`src/verilog/octal_uart_card_defines.vh`:
```
// Register map, field positions and timing constants of the serial card.
// Overview of operation
// RULE1: One I/O window; each of eight ports owns eight consecutive byte registers.
// RULE2: A shared register at offset 64 shows which ports request interrupts.
// RULE3: Line control bit 7 redirects port offsets 0 and 1 to the divisor.
// RULE4: With divisor access on, offset 0 is divisor low, offset 1 high.
// RULE5: Bit rate is reference clock divided by 16 times the divisor.
// RULE6: Each UART uses a 1.8432 MHz baud reference.
// RULE7: Divisor 0x000C in base range gives 9600 baud.
// RULE8: Line control bits 0 and 1 hold character length minus five.
// RULE9: Line control bit 2 selects one or two stop bits.
// RULE10: Line control bits 3 to 6 control parity and break.
// RULE11: Host clears divisor access after loading the divisor.
// RULE12: Writing 0x03 gives eight bits, no parity, one stop bit.
// RULE13: Line status bit 0 is high while a received character waits.
// RULE14: Interrupt identification reads 0x04 for received data available.
// RULE15: Reading offset 0 with divisor access off returns the received byte.
// RULE16: Line status bit 5 is high while the transmit holding register is empty.
// RULE17: A jumper selects base or eightfold reference range up to 921,600 baud.
// RULE18: Shared source register holds one request bit per port, bit equals port.
`ifndef OCTAL_UART_CARD_DEFINES_VH
`define OCTAL_UART_CARD_DEFINES_VH
`define OFS_DATA          3'h0
`define OFS_IRQ_ENABLE    3'h1
`define OFS_IRQ_IDENT     3'h2
`define OFS_LINE_CONTROL  3'h3
`define OFS_LINE_STATUS   3'h5
`define OFS_SOURCES       7'h40
`define LCR_LEN_LO        0
`define LCR_STOP2         2
`define LCR_PAR_EN        3
`define LCR_PAR_EVEN      4
`define LCR_PAR_STICK     5
`define LCR_BREAK         6
`define LCR_DIV_ACCESS    7
`define LSR_DATA_READY    0
`define LSR_OVERRUN       1
`define LSR_PARITY_ERR    2
`define LSR_FRAMING_ERR   3
`define LSR_THR_EMPTY     5
`define LSR_TX_IDLE       6
`define IIR_NONE          8'h01
`define IIR_THR_EMPTY     8'h02
`define IIR_RX_DATA       8'h04
`define LCR_RESET         8'h03
`define DIVISOR_RESET     16'h000C
`define REF_HZ            1843200
`define REF_EDGE_HZ       (2 * `REF_HZ)
`define OVERSAMPLE        32
`define SAMPLE_POINT      5'h0F
`define LAST_SAMPLE       5'h1F
`endif

```
`src/verilog/octal_uart_card.v`:
```
// Eight-port UART card core with its byte-wide I/O register window.
`timescale 1ns/1ps
`include "octal_uart_card_defines.vh"
module octal_uart_card #(
  parameter CLK_HZ    = 125000000,
  parameter QUAD_MULT = 8
)
(
  input  wire       clk,        // System clock, 125 MHz.
  input  wire       sys_rst,    // Synchronous reset, active high.
  input  wire [6:0] io_addr,    // Byte offset inside the I/O window.
  input  wire       io_rd,      // One-cycle read strobe.
  input  wire       io_wr,      // One-cycle write strobe.
  input  wire [7:0] io_wdata,   // Write data.
  input  wire       range_x4,   // Reference range jumper, high for fast.
  input  wire [7:0] rxd,        // Serial receive lines, one per port.
  output reg  [7:0] io_rdata,   // Read data, valid the cycle after io_rd.
  output reg  [7:0] txd,        // Serial transmit lines, one per port.
  output reg  [7:0] port_irq,   // Per-port interrupt requests.
  output reg        card_irq    // Any port requesting.
);

  localparam ST_IDLE  = 3'h0;
  localparam ST_START = 3'h1;
  localparam ST_DATA  = 3'h2;
  localparam ST_PAR   = 3'h3;
  localparam ST_STOP  = 3'h4;
  localparam [15:0] DIV_RST = `DIVISOR_RESET;

  // Parity bit for the character, honouring even and stick selections.
  function par_bit;
    input [7:0] data;
    input [7:0] lcr;
    begin
      if (lcr[`LCR_PAR_STICK])
        par_bit = ~lcr[`LCR_PAR_EVEN];
      else
        par_bit = (^data) ^ ~lcr[`LCR_PAR_EVEN];
    end
  endfunction

  reg        range_s1;
  reg        range_s2;
  reg  [7:0] rx_s1;
  reg  [7:0] rx_s2;
  reg [31:0] ref_acc;
  reg        edge_tick;
  wire [31:0] ref_step;
  wire [32:0] ref_sum;
  wire        hit_port;
  wire [2:0]  port_sel;
  wire [2:0]  ofs;
  wire [63:0] port_val;
  wire [7:0]  irq_w;
  wire [7:0]  tx_w;

  // Jumper and serial inputs are asynchronous to clk.
  always @(posedge clk)
  begin
    if (sys_rst)
    begin
      range_s1 <= 1'b0;
      range_s2 <= 1'b0;
      rx_s1    <= 8'hFF;
      rx_s2    <= 8'hFF;
    end
    else
    begin
      range_s1 <= range_x4;
      range_s2 <= range_s1;
      rx_s1    <= rxd;
      rx_s2    <= rx_s1;
    end
  end

  // Fractional synthesis of both edges of the baud reference; the jitter
  // is one system clock, far below a bit time even at the top rate.
  assign ref_step = range_s2 ? `REF_EDGE_HZ * QUAD_MULT : `REF_EDGE_HZ; //RULE17
  assign ref_sum  = {1'b0, ref_acc} + {1'b0, ref_step};

  always @(posedge clk)
  begin
    if (sys_rst)
    begin
      ref_acc   <= 32'h00000000;
      edge_tick <= 1'b0;
    end
    else if (ref_sum >= CLK_HZ) //RULE6
    begin
      ref_acc   <= ref_sum[31:0] - CLK_HZ[31:0];
      edge_tick <= 1'b1;
    end
    else
    begin
      ref_acc   <= ref_sum[31:0];
      edge_tick <= 1'b0;
    end
  end

  assign hit_port = ~io_addr[6]; //RULE1
  assign port_sel = io_addr[5:3];
  assign ofs      = io_addr[2:0];

  genvar i;
  generate
    for (i = 0; i < 8; i = i + 1)
    begin : port
      reg  [7:0] lcr;
      reg  [7:0] dll;
      reg  [7:0] dlm;
      reg  [1:0] ier;
      reg  [7:0] thr;
      reg        thr_full;
      reg  [7:0] rbr;
      reg        dr;
      reg        oe;
      reg        pe;
      reg        fe;
      reg [15:0] bcnt;
      reg        os_tick;
      reg  [2:0] tx_st;
      reg  [4:0] tx_os;
      reg  [2:0] tx_bit;
      reg  [7:0] tx_sh;
      reg        tx_par;
      reg        tx_line;
      reg  [2:0] rx_st;
      reg  [4:0] rx_os;
      reg  [2:0] rx_bit;
      reg  [7:0] rx_sh;
      reg  [7:0] rd_val;
      wire       sel;
      wire       divisor_access_select;
      wire       wr;
      wire       rd;
      wire [15:0] dv;
      wire [2:0] last_bit;
      wire       rx;
      wire       rx_store;
      wire       tx_load;

      assign sel      = hit_port && (port_sel == i);
      assign divisor_access_select     = lcr[`LCR_DIV_ACCESS]; //RULE3
      assign wr       = io_wr && sel;
      assign rd       = io_rd && sel;
      assign dv       = {dlm, dll};
      assign last_bit = {1'b0, lcr[1:0]} + 3'h4; //RULE8
      assign rx       = rx_s2[i];
      assign rx_store = os_tick && (rx_st == ST_STOP) &&
                        (rx_os == `SAMPLE_POINT);
      assign tx_load  = (tx_st == ST_IDLE) && thr_full && !wr;

      // Host-visible registers and their side effects.
      always @(posedge clk)
      begin
        if (sys_rst)
        begin
          lcr      <= `LCR_RESET;
          dll      <= DIV_RST[7:0];
          dlm      <= DIV_RST[15:8];
          ier      <= 2'b00;
          thr      <= 8'h00;
          thr_full <= 1'b0;
        end
        else
        begin
          if (wr && ofs == `OFS_DATA && divisor_access_select)
            dll <= io_wdata; //RULE4 RULE7
          if (wr && ofs == `OFS_IRQ_ENABLE && divisor_access_select)
            dlm <= io_wdata; //RULE4
          if (wr && ofs == `OFS_IRQ_ENABLE && !divisor_access_select)
            ier <= io_wdata[1:0];
          if (wr && ofs == `OFS_LINE_CONTROL)
            lcr <= io_wdata; //RULE12
          if (wr && ofs == `OFS_DATA && !divisor_access_select)
          begin
            thr      <= io_wdata;
            thr_full <= 1'b1; //RULE16
          end
          else if (tx_load)
            thr_full <= 1'b0;
        end
      end

      // Receive flags: a new character wins over a clearing read.
      always @(posedge clk)
      begin
        if (sys_rst)
        begin
          rbr <= 8'h00;
          dr  <= 1'b0;
          oe  <= 1'b0;
          pe  <= 1'b0;
          fe  <= 1'b0;
        end
        else if (rx_store)
        begin
          rbr <= rx_sh >> (2'h3 - lcr[1:0]);
          dr  <= 1'b1; //RULE13
          oe  <= dr && !(rd && ofs == `OFS_DATA && !divisor_access_select);
          fe  <= !rx;
        end
        else
        begin
          if (rd && ofs == `OFS_DATA && !divisor_access_select)
            dr <= 1'b0; //RULE15
          if (rd && ofs == `OFS_LINE_STATUS)
          begin
            oe <= 1'b0;
            pe <= 1'b0;
            fe <= 1'b0;
          end
          if (os_tick && rx_st == ST_PAR && rx_os == `SAMPLE_POINT &&
              rx != par_bit(rx_sh >> (2'h3 - lcr[1:0]), lcr))
            pe <= 1'b1; //RULE10
        end
      end

      // Each oversample tick is divisor reference edges; a bit spans 32.
      always @(posedge clk)
      begin
        if (sys_rst)
        begin
          bcnt    <= 16'h0000;
          os_tick <= 1'b0;
        end
        else if (edge_tick && (bcnt + 16'h0001 >= dv)) //RULE5
        begin
          bcnt    <= 16'h0000;
          os_tick <= 1'b1;
        end
        else
        begin
          if (edge_tick)
            bcnt <= bcnt + 16'h0001;
          os_tick <= 1'b0;
        end
      end

      // Transmitter.
      always @(posedge clk)
      begin
        if (sys_rst)
        begin
          tx_st   <= ST_IDLE;
          tx_os   <= 5'h00;
          tx_bit  <= 3'h0;
          tx_sh   <= 8'h00;
          tx_par  <= 1'b0;
          tx_line <= 1'b1;
        end
        else
        begin
          case (tx_st)
            ST_IDLE:
            begin
              tx_line <= 1'b1;
              if (tx_load)
              begin
                tx_sh   <= thr;
                tx_par  <= par_bit(thr, lcr);
                tx_os   <= 5'h00;
                tx_st   <= ST_START;
                tx_line <= 1'b0;
              end
            end
            default:
            begin
              if (os_tick)
              begin
                tx_os <= tx_os + 5'h01;
                if (tx_os == `LAST_SAMPLE)
                begin
                  case (tx_st)
                    ST_START:
                    begin
                      tx_st   <= ST_DATA;
                      tx_bit  <= 3'h0;
                      tx_line <= tx_sh[0];
                    end
                    ST_DATA:
                    begin
                      tx_bit <= tx_bit + 3'h1;
                      tx_sh  <= tx_sh >> 1;
                      if (tx_bit == last_bit)
                      begin
                        tx_st   <= lcr[`LCR_PAR_EN] ? ST_PAR : ST_STOP;
                        tx_line <= lcr[`LCR_PAR_EN] ? tx_par : 1'b1;
                        tx_bit  <= 3'h0;
                      end
                      else
                        tx_line <= tx_sh[1];
                    end
                    ST_PAR:
                    begin
                      tx_st   <= ST_STOP;
                      tx_line <= 1'b1;
                    end
                    default:
                    begin
                      tx_bit <= tx_bit + 3'h1;
                      if (tx_bit == {2'b00, lcr[`LCR_STOP2]}) //RULE9
                        tx_st <= ST_IDLE;
                    end
                  endcase
                end
              end
            end
          endcase
        end
      end

      // Receiver samples at the middle of each 32-tick bit.
      always @(posedge clk)
      begin
        if (sys_rst)
        begin
          rx_st  <= ST_IDLE;
          rx_os  <= 5'h00;
          rx_bit <= 3'h0;
          rx_sh  <= 8'h00;
        end
        else if (rx_st == ST_IDLE)
        begin
          rx_os <= 5'h00;
          if (!rx)
            rx_st <= ST_START;
        end
        else if (os_tick)
        begin
          rx_os <= rx_os + 5'h01;
          if (rx_os == `SAMPLE_POINT)
          begin
            case (rx_st)
              ST_START:
                if (rx)
                  rx_st <= ST_IDLE;
              ST_DATA:
                rx_sh <= {rx, rx_sh[7:1]};
              ST_STOP:
                rx_st <= ST_IDLE;
              default:
                rx_st <= rx_st;
            endcase
          end
          else if (rx_os == `LAST_SAMPLE)
          begin
            case (rx_st)
              ST_START:
              begin
                rx_st  <= ST_DATA;
                rx_bit <= 3'h0;
              end
              ST_DATA:
              begin
                rx_bit <= rx_bit + 3'h1;
                if (rx_bit == last_bit)
                  rx_st <= lcr[`LCR_PAR_EN] ? ST_PAR : ST_STOP;
              end
              default:
                rx_st <= ST_STOP;
            endcase
          end
        end
      end

      always @*
      begin
        case (ofs)
          `OFS_DATA:         rd_val = divisor_access_select ? dll : rbr;
          `OFS_IRQ_ENABLE:   rd_val = divisor_access_select ? dlm : {6'h00, ier};
          `OFS_IRQ_IDENT:
            if (dr && ier[0])
              rd_val = `IIR_RX_DATA; //RULE14
            else if (!thr_full && ier[1])
              rd_val = `IIR_THR_EMPTY;
            else
              rd_val = `IIR_NONE;
          `OFS_LINE_CONTROL: rd_val = lcr;
          `OFS_LINE_STATUS:
            rd_val = {1'b0, !thr_full && tx_st == ST_IDLE, !thr_full,
                      1'b0, fe, pe, oe, dr};
          default:           rd_val = 8'h00;
        endcase
      end

      assign port_val[8*i +: 8] = rd_val;
      assign irq_w[i] = (dr && ier[0]) || (!thr_full && ier[1]);
      assign tx_w[i]  = tx_line && !lcr[`LCR_BREAK];
    end
  endgenerate

  always @(posedge clk)
  begin
    if (sys_rst)
    begin
      io_rdata <= 8'h00;
      txd      <= 8'hFF;
      port_irq <= 8'h00;
      card_irq <= 1'b0;
    end
    else
    begin
      txd      <= tx_w;
      port_irq <= irq_w; //RULE18
      card_irq <= |irq_w;
      if (io_rd)
      begin
        if (hit_port)
          io_rdata <= port_val[8*port_sel +: 8];
        else if (io_addr == `OFS_SOURCES)
          io_rdata <= port_irq; //RULE2
        else
          io_rdata <= 8'h00;
      end
    end
  end

endmodule

```
`config.mk`:
```
export PLATFORM = sky130hd
export DESIGN_NAME = octal_uart_card
export DESIGN_NICKNAME = d
export VERILOG_FILES = /design/src/verilog/octal_uart_card.v
export VERILOG_INCLUDE_DIRS = /design/src /design/src/verilog
export SDC_FILE = /design/constraint.sdc
export NUM_CORES = 2
export LEC_CHECK = 0
export BUFFER_PORTS_ARGS = -buffer_cell sky130_fd_sc_hd__buf_2
export CAP_MARGIN = 10
export CORE_MARGIN = 5
export CORE_UTILIZATION = 50
export CTS_BUF_LIST = sky130_fd_sc_hd__clkbuf_8
export CTS_CLUSTER_SIZE = 30
export DETAILED_ROUTE_END_ITERATION = 7
export GPL_TIMING_DRIVEN = 0
export PLACE_DENSITY = 0.65
export SETUP_SLACK_MARGIN = 0.2
export SLEW_MARGIN = 10
export SYNTH_ARGS = -nofsm -noshare
export SYNTH_HDL_FRONTEND = slang
export SYNTH_SLANG_ARGS = --single-unit
```
`constraint.sdc`:
```
create_clock -name clk -period 9.9 [get_ports clk]
set_input_delay 1.485 -clock clk [delete_from_list [all_inputs] [get_ports clk]]
set_output_delay 1.485 -clock clk [all_outputs]
set_load 0.005 [all_outputs]
```
Word-level counts from Yosys, hierarchy flattened:

Index checks and enable logic that the tools add are counted.

* register bits: 908
* bits of input ports: 28
* output and inout port bits: 25
* word-level logic and storage cells: 1427

* add/sub/neg operators: 58
* $lt $le $gt $ge: 9
* equal/unequal tests: 172
* shift operators: 9
* multiplexer cells: 429
* bitwise operators: 65
* reduce and logical (&&, ||, !) cells: 491

Operators by type and width (count)
* 8-bit 2-to-1 mux: 58
* 3-bit 2-to-1 mux: 128
* 8-bit case mux with 5 select lines: 8
* 1-bit logical AND: 208
* 1-bit 2-to-1 mux: 153
* 3-bit case mux with 2 select lines: 24
* 3-bit case mux with 3 select lines: 16
* 2-bit nonzero test: 72
* 16-bit by 1-bit adder with 16-bit output (second input constant): 8
* 16-bit >= comparator: 8
* 8-bit parity: 16
* 5-bit 2-to-1 mux: 24
* 3-bit by 2-bit == test with 1-bit output (second input constant): 36
* 4-bit AND reduction: 24
* 5-bit by 1-bit adder with 5-bit output (second input constant): 16
* 5-bit == test (second input constant): 16
* 5-bit AND reduction: 16
* 4-bit inequality test (second input constant): 16
* 64-bit by 7-bit variable part select with 8-bit output: 1
* 8-bit by 2-bit right shift with 8-bit output: 8
* 3-bit by 1-bit == test with 1-bit output (second input constant): 18
* 3-bit zero test: 18
* 1-bit NOT: 49
* 3-bit by 1-bit adder with 3-bit output (second input constant): 16
* other kinds (30): 276

Longest topological paths before layout:

* depth in word-level cells: 11
* depth in mapped cells: 16
* gate-level depth less buffers: 15

Worst setup path after synthesis:

OpenSTA, ideal clock, no wires.

* path kind: input port to flip-flop
* start: input port io_addr[2]
* end: register io_rdata[4]
* library setup time: 86 ps
* data arrival time: 3458 ps
* setup slack: 6357 ps
* cell stages on the path: 9
* path buffers: 4
* path through: buf_2 > nor3_1 > buf_2 > buf_2 > buf_2 > nand2_1 > nor3b_1 > a22oi_1 > a211oi_1

* word-level cells in the longest chain between the ends: 4
* elaborated cells between the ends (all ways): 17

Ends and longest elaborated chain
* start, declared: RTL line octal_uart_card.v:11 `input wire [6:0] io_addr,`
* 3-bit == test (tied with other cells): RTL line octal_uart_card.v:369 `case (ofs)`
* 8-bit case mux with 5 select lines: RTL line octal_uart_card.v:369
* 64-bit by 7-bit variable part select with 8-bit output: RTL line octal_uart_card.v:410 `io_rdata <= port_val[8*port_sel +: 8];`
* 8-bit 2-to-1 mux (*): RTL line octal_uart_card.v:409 `if (hit_port)`
* end signal, assigned: RTL line octal_uart_card.v:410
* end signal, assigned: RTL line octal_uart_card.v:412 `io_rdata <= port_irq;`
* end, declared: RTL line octal_uart_card.v:17 `output reg [7:0] io_rdata,`

Mark *: on every way between the ends. The rest lies on a longest branch, timed or not.
A chain may end at the register's enable or synchronous reset.

Final worst setup path:

* start: input port io_addr[0]
* end: register io_rdata[6]

Same word-level chain as after synthesis.

==> reports/qor.txt <==
wire length per cell - 25.69 µm
status - complete, no violations
LEAKAGE - 0.02129 µW
Via density - 6.088
most area-consuming cells after synthesis - dfxtp_1 (37%), mux2i_1 (6.9%), nand2_1 (6.1%)
clock-pin slew on the worst setup and hold paths - 0.06 ns
total congestion overflow - 0
sequential power share - 43.3%
top_reg_cell synth - dfxtp_1
CP required - 10.70 ns
Std-Cell Rows - 114
pin count of the biggest net entering global routing - 17
Iteration-0 DRC Markers - 5568
Die Area - 104000 µm²
vias in the first global route - 42068
Root Buffer - clkbuf_8
Die Y - 322.4 µm
CTS tree - done
Hold Violations, Final - 0
Num CTS Buffers - 162
total core area - 96850 µm²
final setup vio count - 0
RSZ-0062 raised after global routing - no
VDD IR max - 0.1316 mV
CP Launch Type - primary input
GPL Wtd Cong - 1.058
Syn-to-layout area delta - 11.02%
setup slack after layout - 4.953 ns
Yosys reg bits - 902
power per cell area - 162.0 nW/µm²
initial antenna violation count - 16
synthesized instance count - 5989
Setup TNS - 0 ns
Cell Count, Final, Fillers Out - 7619
mux cell area share after synthesis - 8.250%
post-CTS setup buffers - 0
DRC - 0
placed cell count - 7314
XOR/XNOR Fraction of Synth Area - 8.450%
Initial Util - 50.39%
I/O pin cnt - 53
Final period util - 49.97%
Final ANT Viol Nets - 0
syn nets - 6220
Die X-Extent - 322.4 µm
Logic pwr share - 14.2%
largest family of logic cells by synthesized area - simple AND/OR/NAND/NOR gates
fin. max-slew vios - 0
Fillers - 9156
fraction of registers with async set/reset - 0%
nets@finish - 6434
Slew headroom - 8.241%
clock share of power - 42.5%
Synth Warn # - 0
Max FO, Critical Path - 10
CTS Hold Bufs - 0
switching share of power - 30.31%
critical path class - primary input to flip-flop
clock sink count - 902
layout cell share with drive strength beyond 1 - 6.921%
Post-synth EDFFs - 0
sequential cell area - 18060 µm²
Slew @ Worst Pin - 1.376 ns
GRT Overall Usage - 36.47%
design area - 54190 µm²
total wire length - 195700 µm
Hold Worst Slack - 0.4142 ns
Critical Path AT - 5.74 ns
most frequent cell after synthesis - dfxtp_1
CTS H-tree lvls - 4
Highest Clock Rate - 202.1 MHz
Vias - 46384
cell area after placement - 50740 µm²
part of the Yosys area used for sequential elements - 37.00%
simple-gate area share of the yosys netlist - 22.10%
Psw - 2660 µW
max cap viols - 0
Pint - 6116 µW
R2R Setup Slk - 5.72 ns
most common library cells after synthesis - dfxtp_1 (902), nand2_1 (796), nor2_1 (670), a21oi_1 (446), clkbuf_1 (348)
mapped cell area - 48810 µm²
multi-input logic area - 28460 µm²
hpwl dp - 144600 µm
Tightest Hold Check Type - flip-flop to flip-flop
compound-gate portion of the synthesized area - 14.30%
worst-skew pair later-pin latency - 0.90 ns
Clock Tree Buf Depth - 3
drt pass-1 iters - 6
CP Capture Type - flip-flop
count of cell types in the netlist - 88
dpl ws - 4.360 ns
clk_skew - 0.03697 ns
I/O Buffers - 46
mean post-synth cell area - 8.149 µm²
post-synth top area share - 37.00%
post-CTS sizing - 0
leading area contributor after synthesis - dfxtp_1
post-synthesis adder-cell area fraction - 5.204%
global-route wire length before repair - 282500 µm
Tmin final - 4.947 ns
power groups by stage:
stage	clock network (µW)	logic, µW	registers [µW]
CTS	3760	1230	3800
global placement	0	1210	3870
global route	3940	1340	3810
detailed placement	0	1220	3870
floorplan	0	780	3850
finish	3730	1250	3800
kinds of logic (layout without fill, tap and decap cells):
| group | Yosys count | count (layout) |
|---|---|---|
| buf+inv | 600 | 940 |
| flops | 902 | 902 |
| fa+ha+maj | 203 | 203 |
| mux | 381 | 381 |
| compound gates | 1096 | 1096 |
| other cells | 0 | 14 |
| simple gates | 2344 | 2344 |
| xor+xnor | 463 | 463 |
flip-flops by register name (all words and copies together), names as in the netlist, 16 cells and up:
register	flops
port.bcnt	128
port.rx_os	40
port.rx_sh	64
port.dll	64
ref_acc	26
port.rbr	64
port.lcr	64
port.tx_bit	24
port.tx_st	24
port.thr	64
port.rx_st	24
port.tx_os	40
port.dlm	64
port.ier	16
port.rx_bit	24
port.tx_sh	64
per-layer routing:
metal / global-route usage, % / vias up / share of wire [%]
met2: 53.20 / 2228 / 41
met1: 51.44 / 22267 / 44
met4: 15.37 / 8 / 4.6
met5: 0 / - / 0.018
li1: - / 21428 / -
met3: 9.110 / 453 / 10
cell type report:
class / instances / area share, %
Multi-Input combinational cell: 4487 / 52.52
Sequential cell: 902 / 33.32
Clock buffer: 206 / 5.232
Tap cell: 1276 / 2.946
Buffer: 386 / 2.817
Inverter: 214 / 1.482
Clock inverter: 84 / 1.039
Timing Repair Buffer: 50 / 0.5703
Antenna cell: 14 / 0.06465
worst max-delay path, stage by stage:
cell and delay, ns:
buf_2 0.15, buf_2 0.22, buf_1 0.64, nand3b_1 0.72, clkbuf_1 0.52, o311ai_0 0.80, a32oi_1 0.32, a211oi_1 0.49
a21oi_1 0.11, a211oi_1 0.27
final timing paths:
| path | startpoint | to | depth (start not counted) |
|---|---|---|---|
| min reg2reg | rx_s1[0]$_SDFF_PP1_ | rx_s2[0]$_SDFF_PP1_ | 1 |
| min | rx_s1[0]$_SDFF_PP1_ | rx_s2[0]$_SDFF_PP1_ | 1 |
| max reg2reg | port[3].bcnt[0]$_SDFFE_PP0P_ | port[3].bcnt[15]$_SDFFE_PP0P_ | 14 |
| max | io_addr[0] | io_rdata[6]$_SDFFE_PP0P_ | 10 |
placed cells by master, fill, tap and decap left out, types with 38 or more instances in the layout:
master / Yosys / final
nand2_1: 796 / 796
ha_1: 203 / 203
o21ai_0: 158 / 158
xor2_1: 262 / 262
inv_1: 211 / 256
dfxtp_1: 902 / 902
a311oi_1: 56 / 56
a31oi_1: 40 / 40
mux2i_1: 337 / 337
nand4_1: 85 / 85
nor2_1: 670 / 670
a211oi_1: 53 / 53
nor2b_1: 47 / 47
and3_1: 89 / 89
nand3_1: 197 / 197
clkbuf_1: 348 / 322
a21oi_1: 446 / 446
or3_1: 38 / 38
clkbuf_8: 0 / 206
nor3_1: 95 / 95
buf_2: 7 / 54
a21o_1: 54 / 54
xnor2_1: 196 / 196
nand2b_1: 68 / 68
nor4_1: 138 / 137
through the flow:
stage                     utilization, %  total power, µW
after detailed placement           52.39             5098
final                              55.95             8776
after global routing               55.92             9083
after floorplan                        -             4629
after global placement             52.28             5080
after CTS                          55.90             8785
Note: power is estimated with default switching activity, not from simulation.
